File: src/design/bu_pkg.sv
package bu_pkg;
  // Clock and timing
  localparam longint unsigned CLK_HZ      = 100_000_000;
  localparam longint unsigned DEB_US      = 1000;
  localparam longint unsigned DEB_CYC     = DEB_US * CLK_HZ / 1_000_000;
  localparam longint unsigned FLASH_MS    = 250;
  localparam longint unsigned FLASH_CYC   = FLASH_MS * CLK_HZ / 1000;
  localparam longint unsigned LOCK_S      = 180;
  localparam longint unsigned LOCK_CYC    = LOCK_S * CLK_HZ;
  localparam longint unsigned ONMAX_MS    = 1000;
  localparam longint unsigned ON_WEIGHT   = 66;
  localparam longint unsigned ON_LIMIT    = ON_WEIGHT * ONMAX_MS * CLK_HZ / 1000;
  localparam longint unsigned PREWARN_PCT = 80;
  localparam longint unsigned PCT_FULL    = 100;

  // Widths
  localparam int CNT_W  = 32;
  localparam int LOCK_W = 36;
  localparam int INT_W  = 40;
  localparam int WB_AW  = 8;
  localparam int WB_DW  = 32;
  localparam int WB_SW  = 4;

  // Register map
  localparam logic [WB_AW-1:0] ADR_CTRL = 8'h00;
  localparam logic [WB_AW-1:0] ADR_STAT = 8'h04;
  localparam logic [WB_AW-1:0] ADR_ONT  = 8'h08;
  localparam int               ONT_SH   = 8;

  // Control bits
  localparam int         CTRL_W    = 2;
  localparam int         CTRL_INH  = 0;
  localparam int         CTRL_CHOP = 1;
  localparam logic [1:0] CTRL_RST  = 2'h2;

  // Status bits
  localparam int STAT_OC   = 0;
  localparam int STAT_OT   = 1;
  localparam int STAT_OVL  = 2;
  localparam int STAT_LOCK = 3;
  localparam int STAT_WARN = 4;
  localparam int STAT_RES  = 5;
  localparam int STAT_INH  = 6;
  localparam int STAT_MAN  = 7;

  typedef enum logic [1:0] {
    BU_ST_READY   = 2'b00,
    BU_ST_INHIBIT = 2'b01,
    BU_ST_FAULT   = 2'b10
  } bu_state_t;
endpackage : bu_pkg

File: src/design/bu_lvl_if.sv
`timescale 1ns/1ps
interface bu_lvl_if;
  logic lvl;
  logic fall;
  modport src (output lvl, output fall);
  modport dst (input lvl, input fall);
endinterface : bu_lvl_if

File: src/design/bu_brake_ctrl.sv
// Local design decisions: the register offsets and the Wishbone interface to the registers.
`timescale 1ns/1ps
module bu_brake_ctrl #(
  parameter logic [bu_pkg::CNT_W-1:0]  DEB_CYC   = bu_pkg::CNT_W'(bu_pkg::DEB_CYC),
  parameter logic [bu_pkg::CNT_W-1:0]  FLASH_CYC = bu_pkg::CNT_W'(bu_pkg::FLASH_CYC),
  parameter logic [bu_pkg::LOCK_W-1:0] LOCK_CYC  = bu_pkg::LOCK_W'(bu_pkg::LOCK_CYC),
  parameter logic [bu_pkg::INT_W-1:0]  ON_LIMIT  = bu_pkg::INT_W'(bu_pkg::ON_LIMIT)
) (
  input  wire logic                     clk_i,
  input  wire logic                     rst_n_i,
  input  wire logic                     wb_cyc_i,
  input  wire logic                     wb_stb_i,
  input  wire logic                     wb_we_i,
  input  wire logic [bu_pkg::WB_AW-1:0] wb_adr_i,
  input  wire logic [bu_pkg::WB_DW-1:0] wb_dat_i,
  input  wire logic [bu_pkg::WB_SW-1:0] wb_sel_i,
  output logic      [bu_pkg::WB_DW-1:0] wb_dat_o,
  output logic                          wb_ack_o,
  input  wire logic                     inhibit_ack_input_i,
  input  wire logic                     manual_discharge_input_i,
  input  wire logic                     discharge_indicator_high_i,
  input  wire logic                     overcurrent_i,
  input  wire logic                     heatsink_overtemp_i,
  output logic                          resistor_switch_o,
  output logic                          overload_prewarn_output_o,
  output logic                          ready_fault_output_o,
  output logic                          ready_led_green_o,
  output logic                          ready_led_red_o,
  output logic                          discharge_indicator_o
);
  import bu_pkg::*;

  // Filtered inputs
  bu_lvl_if inh_if ();
  bu_lvl_if man_if ();

  bu_in_filt #(
    .DEB  (DEB_CYC),
    .INIT (1'b1)
  ) u_inh_filt (
    .clk_i   (clk_i),
    .rst_n_i (rst_n_i),
    .raw_i   (inhibit_ack_input_i),
    .lvl_o   (inh_if.src)
  );

  bu_in_filt #(
    .DEB  (DEB_CYC),
    .INIT (1'b0)
  ) u_man_filt (
    .clk_i   (clk_i),
    .rst_n_i (rst_n_i),
    .raw_i   (manual_discharge_input_i),
    .lvl_o   (man_if.src)
  );

  // On-time integral
  logic             res_on_r;
  logic             res_on_nxt;
  logic [INT_W-1:0] ont_cnt;
  logic             ont_warn;
  logic             ont_trip;

  bu_on_integ #(
    .LIMIT (ON_LIMIT)
  ) u_integ (
    .clk_i   (clk_i),
    .rst_n_i (rst_n_i),
    .on_i    (res_on_r),
    .cnt_o   (ont_cnt),
    .warn_o  (ont_warn),
    .trip_o  (ont_trip)
  );

  // Bus slave
  logic              ack_r;
  logic              ack_nxt;
  logic [WB_DW-1:0]  rdat_r;
  logic [WB_DW-1:0]  rdat_nxt;
  logic [CTRL_W-1:0] ctrl_r;
  logic [CTRL_W-1:0] ctrl_nxt;
  logic [WB_DW-1:0]  stat_word;

  // Faults and lockout
  logic              oc_r;
  logic              oc_nxt;
  logic              ot_r;
  logic              ot_nxt;
  logic              ovl_r;
  logic              ovl_nxt;
  logic [LOCK_W-1:0] lock_r;
  logic [LOCK_W-1:0] lock_nxt;
  logic              lock_act;
  logic              ack_ev;
  logic              flt_any;
  logic              flt_any_nxt;

  // Drive and mode
  logic              inh;
  logic              req;
  bu_state_t         st_r;
  bu_state_t         st_nxt;

  // Flash timer
  logic [CNT_W-1:0]  fcnt_r;
  logic [CNT_W-1:0]  fcnt_nxt;
  logic              fph_r;
  logic              fph_nxt;

  // Registered outputs
  logic              warn_n_r;
  logic              warn_n_nxt;
  logic              rdy_r;
  logic              rdy_nxt;
  logic              grn_r;
  logic              grn_nxt;
  logic              red_r;
  logic              red_nxt;
  logic              dled_r;
  logic              dled_nxt;

  assign stat_word = {{(WB_DW - STAT_MAN - 1){1'b0}}, man_if.lvl, inh_if.lvl, res_on_r,
                      ont_warn, lock_act, ovl_r, ot_r, oc_r};

  always_comb begin
    ack_nxt  = wb_cyc_i & wb_stb_i & ~ack_r;
    rdat_nxt = rdat_r;
    ctrl_nxt = ctrl_r;
    if (ack_nxt && !wb_we_i) begin
      case (wb_adr_i)
        ADR_CTRL: rdat_nxt = {{(WB_DW - CTRL_W){1'b0}}, ctrl_r};
        ADR_STAT: rdat_nxt = stat_word;
        ADR_ONT:  rdat_nxt = WB_DW'(ont_cnt >> ONT_SH);
        default:  rdat_nxt = '0;
      endcase
    end
    if (ack_r && wb_cyc_i && wb_stb_i && wb_we_i && wb_sel_i[0] && wb_adr_i == ADR_CTRL) begin
      ctrl_nxt = wb_dat_i[CTRL_W-1:0];
    end
  end

  always_ff @(posedge clk_i or negedge rst_n_i) begin
    if (!rst_n_i) begin
      ack_r  <= 1'b0;
      rdat_r <= '0;
      ctrl_r <= CTRL_RST;
    end else begin
      ack_r  <= ack_nxt;
      rdat_r <= rdat_nxt;
      ctrl_r <= ctrl_nxt;
    end
  end

  assign wb_ack_o = ack_r;
  assign wb_dat_o = rdat_r;

  // Fault capture, acknowledge and lockout
  assign lock_act = lock_r != '0;
  assign ack_ev   = inh_if.fall & ~lock_act;
  assign flt_any  = oc_r | ot_r | ovl_r;

  always_comb begin
    oc_nxt   = (oc_r & ~ack_ev) | overcurrent_i;
    ot_nxt   = (ot_r & ~ack_ev) | heatsink_overtemp_i;
    ovl_nxt  = (ovl_r & ~ack_ev) | ont_trip;
    lock_nxt = lock_r;
    if (ont_trip) begin
      lock_nxt = LOCK_CYC;
    end else if (lock_act) begin
      lock_nxt = lock_r - 1'b1;
    end
    flt_any_nxt = oc_nxt | ot_nxt | ovl_nxt;
  end

  always_ff @(posedge clk_i or negedge rst_n_i) begin
    if (!rst_n_i) begin
      oc_r   <= 1'b0;
      ot_r   <= 1'b0;
      ovl_r  <= 1'b0;
      lock_r <= '0;
    end else begin
      oc_r   <= oc_nxt;
      ot_r   <= ot_nxt;
      ovl_r  <= ovl_nxt;
      lock_r <= lock_nxt;
    end
  end

  // Resistor drive and operating mode
  assign inh = inh_if.lvl | ctrl_r[CTRL_INH];
  assign req = man_if.lvl | (ctrl_r[CTRL_CHOP] & discharge_indicator_high_i);

  always_comb begin
    res_on_nxt = req & ~inh & ~flt_any_nxt;
    case (1'b1)
      flt_any_nxt: st_nxt = BU_ST_FAULT;
      inh:         st_nxt = BU_ST_INHIBIT;
      default:     st_nxt = BU_ST_READY;
    endcase
  end

  always_ff @(posedge clk_i or negedge rst_n_i) begin
    if (!rst_n_i) begin
      res_on_r <= 1'b0;
      st_r     <= BU_ST_INHIBIT;
    end else begin
      res_on_r <= res_on_nxt;
      st_r     <= st_nxt;
    end
  end

  assign resistor_switch_o = res_on_r;

  // Free-running flash phase
  always_comb begin
    fcnt_nxt = fcnt_r + 1'b1;
    fph_nxt  = fph_r;
    if (fcnt_r >= FLASH_CYC - 1'b1) begin
      fcnt_nxt = '0;
      fph_nxt  = ~fph_r;
    end
  end

  always_ff @(posedge clk_i or negedge rst_n_i) begin
    if (!rst_n_i) begin
      fcnt_r <= '0;
      fph_r  <= 1'b0;
    end else begin
      fcnt_r <= fcnt_nxt;
      fph_r  <= fph_nxt;
    end
  end

  // Terminal outputs and LEDs
  always_comb begin
    warn_n_nxt = ~ont_warn;
    rdy_nxt    = ~flt_any;
    case (st_r)
      BU_ST_READY: begin
        grn_nxt = 1'b1;
        red_nxt = 1'b0;
      end
      BU_ST_INHIBIT, BU_ST_FAULT: begin
        grn_nxt = 1'b0;
        red_nxt = 1'b1;
      end
      default: begin
        grn_nxt = 1'b0;
        red_nxt = 1'b1;
      end
    endcase
    dled_nxt = res_on_r & fph_r;
  end

  always_ff @(posedge clk_i or negedge rst_n_i) begin
    if (!rst_n_i) begin
      warn_n_r <= 1'b1;
      rdy_r    <= 1'b1;
      grn_r    <= 1'b0;
      red_r    <= 1'b1;
      dled_r   <= 1'b0;
    end else begin
      warn_n_r <= warn_n_nxt;
      rdy_r    <= rdy_nxt;
      grn_r    <= grn_nxt;
      red_r    <= red_nxt;
      dled_r   <= dled_nxt;
    end
  end

  assign overload_prewarn_output_o = warn_n_r;
  assign ready_fault_output_o      = rdy_r;
  assign ready_led_green_o         = grn_r;
  assign ready_led_red_o           = red_r;
  assign discharge_indicator_o     = dled_r;
endmodule : bu_brake_ctrl

File: src/design/bu_in_filt.sv
`timescale 1ns/1ps
module bu_in_filt #(
  parameter logic [bu_pkg::CNT_W-1:0] DEB  = bu_pkg::CNT_W'(bu_pkg::DEB_CYC),
  parameter logic                     INIT = 1'b0
) (
  input  wire logic clk_i,
  input  wire logic rst_n_i,
  input  wire logic raw_i,
  bu_lvl_if.src     lvl_o
);
  import bu_pkg::*;

  logic             sync1_r;
  logic             sync2_r;
  logic             stab_r;
  logic             stab_nxt;
  logic             fall_r;
  logic             fall_nxt;
  logic [CNT_W-1:0] cnt_r;
  logic [CNT_W-1:0] cnt_nxt;

  // Level accepted only after a full stable window
  always_comb begin
    cnt_nxt  = '0;
    stab_nxt = stab_r;
    fall_nxt = 1'b0;
    if (sync2_r != stab_r) begin
      if (cnt_r >= DEB - 1'b1) begin
        stab_nxt = sync2_r;
        fall_nxt = stab_r & ~sync2_r;
      end else begin
        cnt_nxt = cnt_r + 1'b1;
      end
    end
  end

  always_ff @(posedge clk_i or negedge rst_n_i) begin
    if (!rst_n_i) begin
      sync1_r <= INIT;
      sync2_r <= INIT;
      stab_r  <= INIT;
      fall_r  <= 1'b0;
      cnt_r   <= '0;
    end else begin
      sync1_r <= raw_i;
      sync2_r <= sync1_r;
      stab_r  <= stab_nxt;
      fall_r  <= fall_nxt;
      cnt_r   <= cnt_nxt;
    end
  end

  assign lvl_o.lvl  = stab_r;
  assign lvl_o.fall = fall_r;
endmodule : bu_in_filt

File: src/design/bu_on_integ.sv
`timescale 1ns/1ps
module bu_on_integ #(
  parameter logic [bu_pkg::INT_W-1:0] LIMIT = bu_pkg::INT_W'(bu_pkg::ON_LIMIT)
) (
  input  wire logic                     clk_i,
  input  wire logic                     rst_n_i,
  input  wire logic                     on_i,
  output logic      [bu_pkg::INT_W-1:0] cnt_o,
  output logic                          warn_o,
  output logic                          trip_o
);
  import bu_pkg::*;

  localparam logic [INT_W-1:0] WGT  = INT_W'(ON_WEIGHT);
  localparam logic [INT_W-1:0] WARN = INT_W'((LIMIT / PCT_FULL) * PREWARN_PCT);

  logic [INT_W-1:0] cnt_r;
  logic [INT_W-1:0] cnt_nxt;

  // Heats while on, cools while off
  always_comb begin
    cnt_nxt = cnt_r;
    if (on_i) begin
      cnt_nxt = (cnt_r >= LIMIT - WGT) ? LIMIT : cnt_r + WGT;
    end else if (cnt_r != '0) begin
      cnt_nxt = cnt_r - 1'b1;
    end
  end

  always_ff @(posedge clk_i or negedge rst_n_i) begin
    if (!rst_n_i) begin
      cnt_r <= '0;
    end else begin
      cnt_r <= cnt_nxt;
    end
  end

  assign cnt_o  = cnt_r;
  assign warn_o = cnt_r >= WARN;
  assign trip_o = cnt_r >= LIMIT;
endmodule : bu_on_integ

File: config.mk
export PLATFORM = sky130hd
export DESIGN_NAME = bu_brake_ctrl
export DESIGN_NICKNAME = d
export VERILOG_FILES = /design/src/design/bu_pkg.sv /design/src/design/bu_lvl_if.sv /design/src/design/bu_brake_ctrl.sv /design/src/design/bu_in_filt.sv /design/src/design/bu_on_integ.sv
export SDC_FILE = /design/constraint.sdc
export NUM_CORES = 1
export LEC_CHECK = 0
export BUFFER_PORTS_ARGS = -buffer_cell sky130_fd_sc_hd__buf_4
export CAP_MARGIN = 20
export CORE_MARGIN = 2
export CORE_UTILIZATION = 60
export CTS_CLUSTER_SIZE = 14
export DETAILED_ROUTE_END_ITERATION = 10
export PLACE_DENSITY = 0.87
export SLEW_MARGIN = 20
export SYNTH_ARGS = -nofsm -noshare
export SYNTH_HDL_FRONTEND = slang
export SYNTH_SLANG_ARGS = --single-unit
File: constraint.sdc
create_clock -name clk_i -period 3.3 [get_ports clk_i]
set_input_delay 0.165 -clock clk_i [delete_from_list [all_inputs] [get_ports clk_i]]
set_output_delay 0.165 -clock clk_i [all_outputs]
set_load 0.05 [all_outputs]
Word level (Yosys, flattened, before mapping)
Cells that the tools add are included.
{"block": "op_classes", "n_mul": 0, "reduce_logical": 15, "n_div": 0, "n_addsub": 6, "n_bitwise": 29, "n_lt_le_gt_ge": 6, "eq_ne": 4, "muxes": 17, "shifts": 0}
{"operator": "32-bit two-way mux", "n": 5}
{"operator": "40-bit by 33-bit >= comparator with 1-bit output (second input constant)", "n": 3}
{"operator": "40-bit two-way mux", "n": 3}
{"operator": "32-bit by 1-bit adder with 32-bit output (second input constant)", "n": 3}
{"operator": "32-bit one-hot mux with 3 select lines", "n": 1}
{"operator": "36-bit two-way mux", "n": 2}
{"operator": "32-bit by 17-bit >= comparator with 1-bit output (second input constant)", "n": 2}
{"operator": "40-bit by 7-bit adder with 40-bit output (second input constant)", "n": 1}
{"operator": "40-bit nonzero test", "n": 1}
{"operator": "40-bit by 1-bit subtractor with 40-bit output (second input constant)", "n": 1}
{"operator": "36-bit nonzero test", "n": 1}
{"operator": "36-bit by 1-bit subtractor with 36-bit output (second input constant)", "n": 1}
{"operator": "32-bit by 25-bit >= comparator with 1-bit output (second input constant)", "n": 1}
{"operator": "1-bit bitwise AND", "n": 11}
{"operator": "1-bit NOT", "n": 9}
{"operator": "1-bit bitwise OR", "n": 9}
{"operator": "8-bit by 3-bit equality test with 1-bit output (second input constant)", "n": 1}
{"operator": "8-bit by 4-bit equality test with 1-bit output (second input constant)", "n": 1}
{"operator": "8-bit logical NOT", "n": 1}
{"operator": "1-bit logical AND", "n": 6}
{"operator": "1-bit two-way mux", "n": 5}
{"operator": "2-bit AND reduction", "n": 2}
{"operator": "2-bit nonzero test", "n": 2}
{"operator": "2-bit logical NOT", "n": 1}
{"operator": "other kinds (3)", "n": 4}
{"block": "totals", "latch_bits": 0, "rom_bits": 0, "output_inout_bits": 39, "mem_bits_rw": 0, "ff_bits": 226, "mem_count": 0, "in_bits": 54}

Logic depth before layout (Yosys ltp)
{"block": "logic_depth", "ltp_word": 10, "depth_mapped": 10, "mapped_depth_nobuf": 8}

Hierarchy
A second synthesis with hierarchy kept.
{"block": "hier_totals", "hier_cells": 1171, "area_unflattened_um2": 11846.4}
{"module": "bu_brake_ctrl", "area_per_inst_um2": 5109.9, "cells_per_inst": 475, "seq_area_each_um2": 2884.0, "instances": 1}
{"module": "bu_on_integ", "area_per_inst_um2": 3616.0, "cells_per_inst": 441, "seq_area_each_um2": 1001.0, "instances": 1}
{"module": "bu_in_filt (u_inh_filt)", "area_per_inst_um2": 1581.5, "cells_per_inst": 130, "seq_area_each_um2": 904.6, "instances": 1}
{"module": "bu_in_filt (u_man_filt)", "area_per_inst_um2": 1539.0, "cells_per_inst": 125, "seq_area_each_um2": 900.9, "instances": 1}

Worst setup path before layout
Ideal clock, no wire load.
{"block": "synth_timing", "path_type": "flip-flop to flip-flop", "startpoint": "register u_integ.cnt_r[31] (netlist: u_integ.cnt_o[31])", "endpoint": "register u_integ.cnt_r[13] (netlist: u_integ.cnt_o[13])", "setup_slack_ns": 0.606, "path_buffers": 2, "required_time_ns": 3.164, "path_stages_with_launch": 9, "arrival_time_ns": 2.558, "setup_time_ns": 0.136, "path_cell_list": "dfrtp_1 buf_6 or4_4 or4b_4 or2_4 o31a_1 buf_6 a311oi_1 a21oi_1"}
{"block": "synth_via", "elab_chain_cells": 3, "word_cells_on_any_way": 5, "classes_between": "order compare (1); mux (2); reduce/logical (2)"}
{"element": "from (decl)", "line_no": "bu_on_integ.sv:17", "rtl": "logic [INT_W-1:0] cnt_r;"}
{"element": "from (signal assigned)", "line_no": "bu_on_integ.sv:34", "rtl": "cnt_r <= cnt_nxt;"}
{"element": "40-bit by 33-bit >= comparator with 1-bit output", "line_no": "bu_on_integ.sv:24", "rtl": "cnt_nxt = (cnt_r >= LIMIT - WGT) ? LIMIT : cnt_r + WGT;"}
{"element": "40-bit two-way mux", "line_no": "bu_on_integ.sv:24"}
{"element": "40-bit two-way mux", "line_no": "bu_on_integ.sv:23", "rtl": "if (on_i) begin"}
Several ways; a longest one is shown, not always the timed one.
A chain may end at the register's enable or synchronous reset.

Worst setup path in the final report
{"block": "layout_timing", "startpoint": "register u_integ.cnt_r[37] (netlist: u_integ.cnt_o[37])", "endpoint": "register u_integ.cnt_r[6] (netlist: u_integ.cnt_o[6])"}
Same word-level chain as after synthesis.

==> flow_summary.toml <==
[floorplan]
io_pins = 93
die_area_mm2 = 0.01964
die_h_um = 140.1
core_mm2 = 0.01809
core.rowCount = 49
die_width_um = 140.1
initial_core_util_pct = 61.47

[critical_path]
cp_common_cell = "or3_1"
cp.required_ns = 3.70
critPathLaunchType = "flop"
critPathMaxFanout = 15
crit_chain = "nor4_1 -> nand2_1 -> or3_1 -> or3_1 -> o221a_2 -> nor3_1"
critPathKind = "flop to flop"
worstPathArrival_ns = 3.39
rrSetupSlack_ns = 0.32
critPathTopFamily = "simple AND/OR/NAND/NOR gates"
slowest_stage = "or3_1"
max_stage_delay_ns = 0.63
crit_path_end_kind = "flop"
worst-path-buf-inv = 0

[place]
placed_cell_area_mm2 = 0.01199
post-dp-hpwl_um = 17070
io_buffers = 59
place_congestion = 0.9961

[flow_run]
drv_cap = 0

[power]
p_leak_nw = 5.392
ir_worst_vdd_v = 0.0004372
power_density_mw_per_mm2 = 635.5

[route]
drt_first_iter_violations = 862
drcViolationCount = 7
wl_per_cell_um = 17.44
wirelength_um = 25380
vias = 9014
via_per_inst = 6.195
ant_nets = 0
drt_pass1_iterations = 11

[logic_synthesis]
synth_area_leaders = "dfrtp_1 (49%), nor2_1 (5.0%), xnor2_1 (4.4%)"
postSynthAreaPerCell_um2 = 9.963
ys_ff_latch = 226
synth_cells = 1116
yosysTopAreaCell = "dfrtp_1"
synth_enable_flop_cells = 0
synth_area_mm2 = 0.01112
yosysSeqAreaShare_pct = 50.96
yosys_warnings = 0
async_flop_share_pct = 100.0
synth_top_area_share_pct = 49.07
synthFlopType = "dfrtp_1"
synth_cell_types = 75

[global_routing]
grt_overflow_total = 0
grt_pass1_vias = 8882
grt_max_degree = 126
antenna_found_initial = 0
grt_usage_pct = 25.94
grt_pass1_wl_um = 42460

[sta]
fin_crit_sh_pct = 90.43
fmax_mhz = 335.1
rsz0062_at_grt = "false"
worst_slew_pin_slew_ns = 0.9646
slew_headroom_pct = 35.69
period_minus_slack_ns = 2.984
fin_skew_ns = 0.01259
maxSlewViolCount = 0
hold_ws_ns = 0.05607
setup_viol = 0
hold_violations = 0
setup_tns_ns = 0

[run_status]
status = "complete, but fails checks"
violations = "DRC"

[layout]
fill_cells = 1289
diodes = 0
drive_above_1_share_pct = 14.85
area_delta_synth_final_pct = 15.57
layout.nets = 1277
final_core_util_pct = 71.05
fin_area_mm2 = 0.01285

[worst_hold_path]
hp-class = "primary input to flop"

[clock_network]
cts_max_path_buffers = 3
clk_pin_slew_ns = 0.06
cts_buffers = 23
cts_setup_buffers = 0
cts_max_level = 1
insertion_delay_ns = 0.51
cts_sinks = 226
tritoncts = "done"
cts_root_buf = "clkbuf_16"
[Yosys cell counts, drive strengths merged (28+ instances only)]
library cell / n
a21oi: 39
clkbuf: 56
dfrtp: 218
nand2: 65
nand3: 41
nand4: 30
nor2: 149
nor3: 59
nor4: 40
o21ai: 28
xnor2: 56
xor2: 41
[cells by family after synthesis]
group	synth area share [%]
adder cells (fa/ha/maj)	1.463
AO/OA/AOI/OAI	12.06
buffers and inverters	3.398
flip-flops	50.96
XOR/XNOR	7.641
multiplexers	0.8553
other	0.03373
AND/OR/NAND/NOR	23.59
[through the flow]
step	setup slack, ns	cells	power (mW)
after floorplan	0.6064	1152	4.900
after global placement	0.4098	1405	5.427
after detailed placement	0.3564	1405	5.521
after CTS	0.3514	1455	8.158
after global routing	0.1970	1455	8.552
final	0.3159	1455	8.166
[repair_timing]
item | 4_1_cts | 5_1_grt
hold buffers | 9 | 0
gates resized for setup | 0 | 0
endpoints found under the hold margin | 128 | 0
[registers in the layout, summed over array words and instances (netlist names), 2 cells and up]
signal	count
u_integ.cnt_o	40
lock_r	36
fcnt_r	32
u_inh_filt.cnt_r	32
u_man_filt.cnt_r	32
wb_dat_o	32
ctrl_r	2
st_r	2
[area by class of cell]
type	instances	area [um^2]	area share (%)
sequential	226	5665	44.09
clock buffer	33	673.1	5.239
multi-input combinational	835	5224	40.65
timing repair buffer	100	818.3	6.368
clock inverter	8	92.59	0.7205
inverter	24	90.09	0.7011
tap	229	286.5	2.230
[worst paths after layout]
path / start / to / cells past startpoint
max in group asynchronous: rst_n_i / ctrl_r[1] / 3
setup / recovery: u_integ.cnt_o[37] / u_integ.cnt_o[6] / 6
hold reg to reg: u_man_filt.sync1_r / u_man_filt.sync2_r / 0
min in group asynchronous: rst_n_i / lock_r[26] / 2
hold / removal: discharge_indicator_high_i / resistor_switch_o / 3
setup reg to reg: u_integ.cnt_o[37] / u_integ.cnt_o[6] / 6
[worst min-delay path: cells and delay by family]
kind / cells / cell delay [ns]
AOI/OAI and AO/OA: 1 / 0.17
and+or+nand+nor: 1 / 0.07
buffers and inverters: 1 / 0.12
[cells in the final DEF (no fill, tap or decap), drive strengths merged, types with 39 or more instances in the layout]
| master | n |
|---|---|
| dfrtp | 218 |
| nor2 | 149 |
| xor2 | 41 |
| nand2 | 65 |
| buf | 91 |
| nor3 | 59 |
| nand3 | 41 |
| nor4 | 40 |
| a21oi | 39 |
| xnor2 | 56 |
[power by group]
part,total [mW],switching (mW),internal [mW]
Clock,2.61,1.05,1.57
Combinational,1.96,1.17,0.792
Sequential,3.59,0.527,3.06
[routing by layer]
layer | GRT usage [%] | routed length [um] | share of wire, %
met5 | 0 | 0 | 0
met2 | 43.01 | 12050 | 47
met1 | 34.79 | 10620 | 42
met3 | 4.444 | 1782 | 7.0
met4 | 9.463 | 925 | 3.6
Note: power is estimated with default switching activity, not from simulation.
